**src/logic/serial_port_defs.svh**
```systemverilog
// Constants for the serial port status flag block.
`ifndef SERIAL_PORT_DEFS_SVH
`define SERIAL_PORT_DEFS_SVH
// ----------------------------------------------------------------------
// Register byte addresses
// ----------------------------------------------------------------------
`define ADDR_STATUS       12'h000
`define ADDR_CONTROL      12'h004
`define ADDR_BUFFER       12'h008
`define ADDR_IRQ_STATUS   12'h00C
`define ADDR_IRQ_MASK     12'h010
// ----------------------------------------------------------------------
// Field positions
// ----------------------------------------------------------------------
`define ST_BUF_FULL       0
`define ST_ADDR_UPDATE    1
`define ST_DIRECTION      2
`define ST_START_SEEN     3
`define ST_STOP_SEEN      4
`define CT_PORT_ENABLE    5
`define CT_CLOCK_POL      4
`define IRQ_RX_DONE       0
`define IRQ_TX_DONE       1
`define IRQ_START         2
`define IRQ_STOP          3
`define IRQ_WIDTH         4
// ----------------------------------------------------------------------
// Reset values
// ----------------------------------------------------------------------
`define CONTROL_RESET     8'h00
`define IRQ_MASK_RESET    4'h0
`endif

```
**src/logic/serial_port_pkg.sv**
```systemverilog
// Types shared by the serial port status flag block.
package serial_port_pkg;
  typedef enum logic [1:0] {
    BUS_NONE,
    BUS_START,
    BUS_STOP
  } bus_cond_t;
endpackage

```
**src/logic/serial_port_status_flags.sv**
```systemverilog
// Status flags, control register and APB slave of the serial port.
`timescale 1ns/1ps
`include "serial_port_defs.svh"
module serial_port_status_flags (
  input  wire logic        pclk,         // Core clock, 40 MHz.
  input  wire logic        presetn,      // Asynchronous reset, low.
  input  wire logic        psel,         // APB select.
  input  wire logic        penable,      // APB access phase.
  input  wire logic        pwrite,       // APB write.
  input  wire logic [11:0] paddr,        // APB byte address.
  input  wire logic [31:0] pwdata,       // APB write data.
  output logic      [31:0] prdata,       // APB read data.
  output logic             pready,       // APB ready.
  output logic             pslverr,      // APB error.
  input  wire logic        i2c_mode,     // Port runs as I2C when high.
  input  wire logic        start_det,    // START seen, one-cycle pulse.
  input  wire logic        stop_det,     // STOP seen, one-cycle pulse.
  input  wire logic        ack_det,      // Acknowledge bit, pulse.
  input  wire logic        addr_match,   // Address byte matched, pulse.
  input  wire logic        addr_rw,      // Read/write bit of address.
  input  wire logic        rx_done,      // Byte received, pulse.
  input  wire logic [7:0]  rx_byte,      // Received byte.
  input  wire logic        tx_mode,      // I2C transmit in progress.
  input  wire logic        tx_done,      // Byte shifted out, pulse.
  output logic             port_enable,  // Port enable bit.
  output logic             tx_load,      // Byte loaded to send, pulse.
  output logic      [7:0]  tx_byte,      // Byte handed to the shifter.
  output logic             irq           // Level interrupt.
);
  // --------------------------------------------------------------------
  // Bus decode
  // --------------------------------------------------------------------
  wire        acc      = psel && penable;
  wire        wr       = acc && pwrite;
  wire        rd       = acc && !pwrite;
  wire        hit_st   = (paddr == `ADDR_STATUS);
  wire        hit_ct   = (paddr == `ADDR_CONTROL);
  wire        hit_buf  = (paddr == `ADDR_BUFFER);
  wire        hit_is   = (paddr == `ADDR_IRQ_STATUS);
  wire        hit_im   = (paddr == `ADDR_IRQ_MASK);
  wire        mapped   = hit_st || hit_ct || hit_buf || hit_is || hit_im;
  wire        buf_rd   = rd && hit_buf;
  wire        buf_wr   = wr && hit_buf;
  // Strobes act in the access cycle only, so a buffer read or an
  // interrupt clear takes effect once per transfer even though the
  // answer itself is prepared during the setup cycle.

  logic [7:0]            control_reg;
  logic                  start_reg;
  logic                  stop_reg;
  logic                  dir_reg;
  logic                  full_reg;
  logic [`IRQ_WIDTH-1:0] irq_stat_reg;
  logic [`IRQ_WIDTH-1:0] irq_mask_reg;
  logic [7:0]            buf_data;
  serial_port_pkg::bus_cond_t last_cond_reg;

  wire enabled = control_reg[`CT_PORT_ENABLE];

  // --------------------------------------------------------------------
  // Buffer storage
  // --------------------------------------------------------------------
  // Received bytes and bytes written by software share one holder,
  // as the port has one buffer for both directions.
  wire       hold_wr   = rx_done || buf_wr;
  wire [7:0] hold_data = rx_done ? rx_byte : pwdata[7:0];

  byte_holder #(.WIDTH(8)) u_holder (
    .pclk    (pclk),
    .presetn (presetn),
    .wr_en   (hold_wr),
    .wr_data (hold_data),
    .rd_data (buf_data)
  );

  // --------------------------------------------------------------------
  // Control register
  // --------------------------------------------------------------------
  always_ff @(posedge pclk or negedge presetn) begin
    if (!presetn) begin
      control_reg <= `CONTROL_RESET;
    end else if (wr && hit_ct) begin
      control_reg <= pwdata[7:0];
    end
  end

  // --------------------------------------------------------------------
  // Bus condition flags
  // --------------------------------------------------------------------
  wire start_next = !enabled ? 1'b0 :
                    !i2c_mode ? 1'b0 :
                    start_det ? 1'b1 :
                    stop_det  ? 1'b0 : start_reg;
  wire stop_next  = !enabled || !i2c_mode ? 1'b0 :
                    stop_det  ? 1'b1 :
                    start_det ? 1'b0 : stop_reg;

  always_ff @(posedge pclk or negedge presetn) begin
    if (!presetn) begin
      start_reg     <= 1'b0;
      stop_reg      <= 1'b0;
      last_cond_reg <= serial_port_pkg::BUS_NONE;
    end else begin
      start_reg     <= start_next;
      stop_reg      <= stop_next;
      last_cond_reg <= start_next ? serial_port_pkg::BUS_START :
                       stop_next  ? serial_port_pkg::BUS_STOP :
                                    serial_port_pkg::BUS_NONE;
    end
  end

  // --------------------------------------------------------------------
  // Direction flag
  // --------------------------------------------------------------------
  // The flag keeps its value after a START, STOP or acknowledge; software
  // must not trust it outside the match-to-next-condition window.
  logic dir_valid_reg;
  wire  dir_end = start_det || stop_det || ack_det;
  always_ff @(posedge pclk or negedge presetn) begin
    if (!presetn) begin
      dir_reg       <= 1'b0;
      dir_valid_reg <= 1'b0;
    end else begin
      if (i2c_mode && addr_match) begin
        dir_reg <= addr_rw;
      end
      dir_valid_reg <= (i2c_mode && addr_match) ? 1'b1 :
                       dir_end ? 1'b0 : dir_valid_reg;
    end
  end

  // --------------------------------------------------------------------
  // Buffer-full flag
  // --------------------------------------------------------------------
  // A received byte is pending until software reads the buffer. In I2C
  // transmit the flag tracks the loaded byte until the shifter is done.
  wire tx_load_next = buf_wr && i2c_mode && tx_mode && enabled;
  wire full_next = rx_done      ? 1'b1 :
                   tx_load_next ? 1'b1 :
                   tx_done      ? 1'b0 :
                   buf_rd       ? 1'b0 : full_reg;

  always_ff @(posedge pclk or negedge presetn) begin
    if (!presetn) begin
      full_reg <= 1'b0;
      tx_load  <= 1'b0;
      tx_byte  <= 8'h00;
    end else begin
      full_reg <= full_next;
      tx_load  <= tx_load_next;
      if (tx_load_next) begin
        tx_byte <= pwdata[7:0];
      end
    end
  end

  // --------------------------------------------------------------------
  // Interrupts
  // --------------------------------------------------------------------
  wire [`IRQ_WIDTH-1:0] irq_events = {stop_det && i2c_mode,
                                      start_det && i2c_mode,
                                      tx_done, rx_done};
  wire [`IRQ_WIDTH-1:0] irq_clear  = (wr && hit_is) ?
                                     pwdata[`IRQ_WIDTH-1:0] : '0;
  // Set wins over a clear that lands in the same cycle.
  wire [`IRQ_WIDTH-1:0] irq_stat_next = irq_events |
                                        (irq_stat_reg & ~irq_clear);
  // The line is built from the next status and the next mask, so that it
  // never lags a mask write by a cycle and always matches what software
  // reads back from the two registers.
  wire [`IRQ_WIDTH-1:0] irq_mask_next = (wr && hit_im) ?
                                        pwdata[`IRQ_WIDTH-1:0] :
                                        irq_mask_reg;
  always_ff @(posedge pclk or negedge presetn) begin
    if (!presetn) begin
      irq_stat_reg <= '0;
      irq_mask_reg <= `IRQ_MASK_RESET;
      irq          <= 1'b0;
    end else begin
      irq_stat_reg <= irq_stat_next;
      irq_mask_reg <= irq_mask_next;
      irq          <= |(irq_stat_next & irq_mask_next);
    end
  end

  // --------------------------------------------------------------------
  // Read data and outputs
  // --------------------------------------------------------------------
  // The start and stop bits report which condition came last; when both
  // arrive in one cycle the start is taken as the later one.
  wire last_start = (last_cond_reg == serial_port_pkg::BUS_START);
  wire last_stop  = (last_cond_reg == serial_port_pkg::BUS_STOP);
  wire [7:0] status_val = {3'b000, last_stop, last_start, dir_reg,
                           1'b0, full_reg};
  wire [31:0] rd_mux =
    hit_st  ? {24'h00_0000, status_val} :
    hit_ct  ? {24'h00_0000, control_reg} :
    hit_buf ? {24'h00_0000, buf_data} :
    hit_is  ? {28'h000_0000, irq_stat_reg} :
    hit_im  ? {28'h000_0000, irq_mask_reg} : 32'h0000_0000;

  // Setup cycle loads the answer so that every access completes without a wait state.
  wire setup = psel && !penable;
  always_ff @(posedge pclk or negedge presetn) begin
    if (!presetn) begin
      prdata      <= 32'h0000_0000;
      pready      <= 1'b0;
      pslverr     <= 1'b0;
      port_enable <= 1'b0;
    end else begin
      pready      <= setup;
      pslverr     <= setup && !mapped;
      prdata      <= (setup && !pwrite) ? rd_mux : 32'h0000_0000;
      port_enable <= (wr && hit_ct) ? pwdata[`CT_PORT_ENABLE] : enabled;
    end
  end
endmodule

```
**src/logic/byte_holder.sv**
```systemverilog
// Single-word buffer register for the serial shift buffer.
`timescale 1ns/1ps
module byte_holder #(
  parameter int WIDTH = 8
) (
  input  wire logic             pclk,     // Core clock.
  input  wire logic             presetn,  // Asynchronous reset, low.
  input  wire logic             wr_en,    // Load strobe.
  input  wire logic [WIDTH-1:0] wr_data,  // Word to store.
  output logic      [WIDTH-1:0] rd_data   // Stored word, registered.
);
  always_ff @(posedge pclk or negedge presetn) begin
    if (!presetn) begin
      rd_data <= '0;
    end else if (wr_en) begin
      rd_data <= wr_data;
    end
  end
endmodule

```
**config.mk**
```make
export PLATFORM = sky130hd
export DESIGN_NAME = serial_port_status_flags
export DESIGN_NICKNAME = d
export VERILOG_FILES = /design/src/logic/serial_port_pkg.sv /design/src/logic/serial_port_status_flags.sv /design/src/logic/byte_holder.sv
export VERILOG_INCLUDE_DIRS = /design/src /design/src/logic
export SDC_FILE = /design/constraint.sdc
export NUM_CORES = 1
export LEC_CHECK = 0
export ABC_CLOCK_PERIOD_IN_PS = 3100
export BUFFER_PORTS_ARGS = -buffer_cell sky130_fd_sc_hd__buf_4
export CORE_MARGIN = 2
export CORE_UTILIZATION = 40
export DETAILED_ROUTE_END_ITERATION = 10
export GPL_ROUTABILITY_DRIVEN = 1
export PLACE_DENSITY = 0.69
export SYNTH_ARGS = -nofsm -noshare
export SYNTH_HDL_FRONTEND = slang
export SYNTH_SLANG_ARGS = --single-unit
```
**constraint.sdc**
```tcl
create_clock -name pclk -period 3.1 [get_ports pclk]
set_input_delay 0.155 -clock pclk [delete_from_list [all_inputs] [get_ports pclk]]
set_output_delay 0.155 -clock pclk [all_outputs]
set_load 0.02 [all_outputs]
```
==> results.toml <==
[status]
outcome = "finished clean"

[floorplan]
std_cell_rows = 28
die_area_um2 = 6950
die_height_um = 83.4
core_area_um2 = 5990
io_pins = 111
initial_utilization_pct = 42.0
dieWidth_um = 83.4

[sta]
min_period_ns = 2.09
worstMarginPinSlew_ns = 1.11
fin_setup_tns_ns = 0
maxSlewViolCount = 0
hold_viol = 0
setup_viol = 0
relSlewSlack_pct = 26.0
fmax_mhz = 478
rsz0062_at_grt = "false"
period_share_pct = 67.5
skew_ns = 0.0123

[detailed_routing]
wire_per_inst_um = 14.9
remaining_drc_errors = 0
first_pass_iters = 4
ant_nets = 0
drt-total-wl_um = 5710
drtIter0Drc = 112
via_count = 1919
via_per_inst = 5.01

[placed_design]
dp_cells = 374
port_buffers = 61
dpl.hpwl_um = 4350
postPlaceCellArea_um2 = 2950
gp_congestion = 0.865

[critical_path]
cp_data_arrival_time_ns = 2.29
critPathCaptureType = "flip-flop"
rr_worst_depth = 3
rrSetupSlack_ns = 1.44
crit_fanout = 9
r2r_start = "control_reg[5]$_DFFE_PN0P_"
start_kind = "input port"
reg2reg_to = "tx_byte[7]$_DFFE_PN0P_"
crit_type = "input port to flip-flop"
required_ns = 3.30

[hold_path]
whs_endpoint = "dir_reg$_DFFE_PN0P_"
holdCritStartpoint = "addr_rw"
hold_depth = 2
min_path_type = "input port to flip-flop"

[global_routing]
grt_pass1_vias = 1916
antenna_found_initial = 0
gr-total-overflow = 0
grt_max_degree = 51
grt_pass1_wl_um = 9350
gr-usage-all-layers_pct = 17.0

[clock_tree]
cts_root_buf = "clkbuf_8"
clk_path_buf_depth = 2
cts_sinks = 50
numCtsBuffers = 5
post-cts-setup-buffers = 0
clock_latency_ns = 0.31
clk_pin_slew_ns = 0.09
cts_resized = 0
cts_tree = "built"
htreeDepth = 2

[layout]
drive_above_1_share_pct = 29.9
finalNetCount = 373
layoutNonFillerInstCount = 383
antenna_cells = 0
syn2layout_area_growth_pct = 21.9
final_cell_area_um2 = 3070

[yosys]
ys_types = 38
async_flop_share_pct = 100
yosys_warnings = 0
ys.flop_type = "dfrtp_1"
synth-seq-cells = 50
ys_seq_area_share_pct = 49.7
synthCells = 246
synth-edff-count = 0
syn_area_per_cell_um2 = 10.2
synth_area_um2 = 2520

[pwr]
intPower_uw = 930
power_frac_comb_pct = 12.3
clkPwrFrac_pct = 33.5
ir_drop_v = 0.000205
power.switching_uw = 315
cellPowerDensity_nw_per_um2 = 406
p_seq_share_pct = 54.2
p_leak_nw = 1.49
swShare_pct = 25.3

[job]
maxCapViolCount = 0
==> power groups by stage <==
stage          clock (mW)  sequential [mW]  combinational, mW
6_report            0.417            0.675              0.153
5_1_grt             0.459            0.678              0.170
4_1_cts             0.433            0.676              0.154
3_5_place_dp            0            0.689              0.152
3_3_place_gp            0            0.688              0.152
2_1_floorplan           0            0.688             0.0988
==> cell families after synthesis <==
family / synth area share (%)
other: 0.149
and+or+nand+nor: 17.8
muxes: 9.94
AOI/OAI and AO/OA: 13.4
buffers and inverters: 9.09
DFF: 49.7
==> metrics by stage <==
| stage | hold slack (ns) | total power, mW | setup slack [ns] | utilization (%) |
|---|---|---|---|---|
| final | 0.0851 | 1.25 | 1.01 | 51.2 |
| after global routing | 0.0810 | 1.31 | 0.917 | 51.2 |
| after CTS | 0.0797 | 1.26 | 0.990 | 51.2 |
| after detailed placement | 0.211 | 0.841 | 0.668 | 49.3 |
| after global placement | 0.210 | 0.840 | 0.679 | 49.3 |
| after floorplan | -0.141 | 0.786 | 1.02 | - |
==> critical path, stage by stage <==
cell      delay, ns
buf_4          0.11
or4_4          0.57
nor3_4         0.23
nand2b_2       0.12
nor4_4         0.69
mux2_2         0.41
==> synthesized netlist by cell type, drive strengths merged (4+ instances only) <==
cell type  instances  area [µm²]
mux2              16         180
nand3              6        30.0
dfrtp             50        1250
nand2b             9        58.8
nor2b              4        25.0
o22ai              4        25.0
a21oi             13        65.1
inv                5        18.8
nor2              10        37.5
nand2             32         120
o21ai             17        85.1
clkbuf             7        26.3
nor3               4        31.3
buf               25         184
a22oi              4        30.0
mux2i              7        70.1
==> area by class of cell <==
class	instances	area [µm²]
clock buffers	7	96.3
clock inverters	1	8.76
fillers	558	2920
inverters	5	18.8
multi-input cells	182	1120
flip-flops and latches	50	1250
well taps	75	93.8
repair buffers	63	475
==> worst max path at each step <==
| stage | cells after the start | start | slack [ns] | to |
|---|---|---|---|---|
| 2_1_floorplan | 5 | paddr[0] | 1.02 | tx_byte[0]$_DFFE_PN0P_ |
| 3_3_place_gp | 6 | paddr[0] | 0.68 | tx_byte[6]$_DFFE_PN0P_ |
| 3_5_place_dp | 6 | paddr[0] | 0.67 | tx_byte[0]$_DFFE_PN0P_ |
| 4_1_cts | 6 | paddr[0] | 0.99 | tx_byte[6]$_DFFE_PN0P_ |
| 5_1_grt | 6 | paddr[0] | 0.92 | tx_byte[1]$_DFFE_PN0P_ |
| 6_report | 6 | paddr[0] | 1.01 | tx_byte[7]$_DFFE_PN0P_ |
==> layout by cell type (no fill, tap or decap), drive strengths merged <==
| cell type | count |
|---|---|
| mux2i | 7 |
| nor4 | 3 |
| o311a | 2 |
| o211ai | 3 |
| clkinv | 1 |
| o22ai | 4 |
| nor2 | 10 |
| a31oi | 3 |
| a22oi | 4 |
| nand4 | 2 |
| nand3 | 6 |
| or3 | 2 |
| nor3b | 1 |
| o21a | 1 |
| nor3 | 4 |
| a21o | 2 |
| mux2 | 16 |
| or4 | 2 |
| inv | 5 |
| conb | 24 |
| nand4b | 1 |
| dlygate4sd3 | 1 |
| buf | 62 |
| nor2b | 4 |
| o21ai | 17 |
| nand2 | 32 |
| a21oi | 13 |
| a32o | 3 |
| a41oi | 1 |
| clkbuf | 7 |
| nand2b | 9 |
| and3 | 2 |
| dfrtp | 50 |
| and2 | 2 |
| nand3b | 1 |
| o32ai | 1 |
==> per-layer routing <==
metal / share of wire [%] / vias up / GRT usage (%)
li1: - / 947 / -
met2: 47 / 82 / 26.7
met5: 0 / - / 0
met4: 1.6 / 0 / 5.37
met1: 45 / 881 / 23.5
met3: 6.5 / 9 / 3.68
==> repair_timing <==
item	4_1_cts	5_1_grt
hold endpoints to repair	50	0
setup endpoints to repair	0	0
hold buffers	1	0
Note: power is estimated with default switching activity, not from simulation.
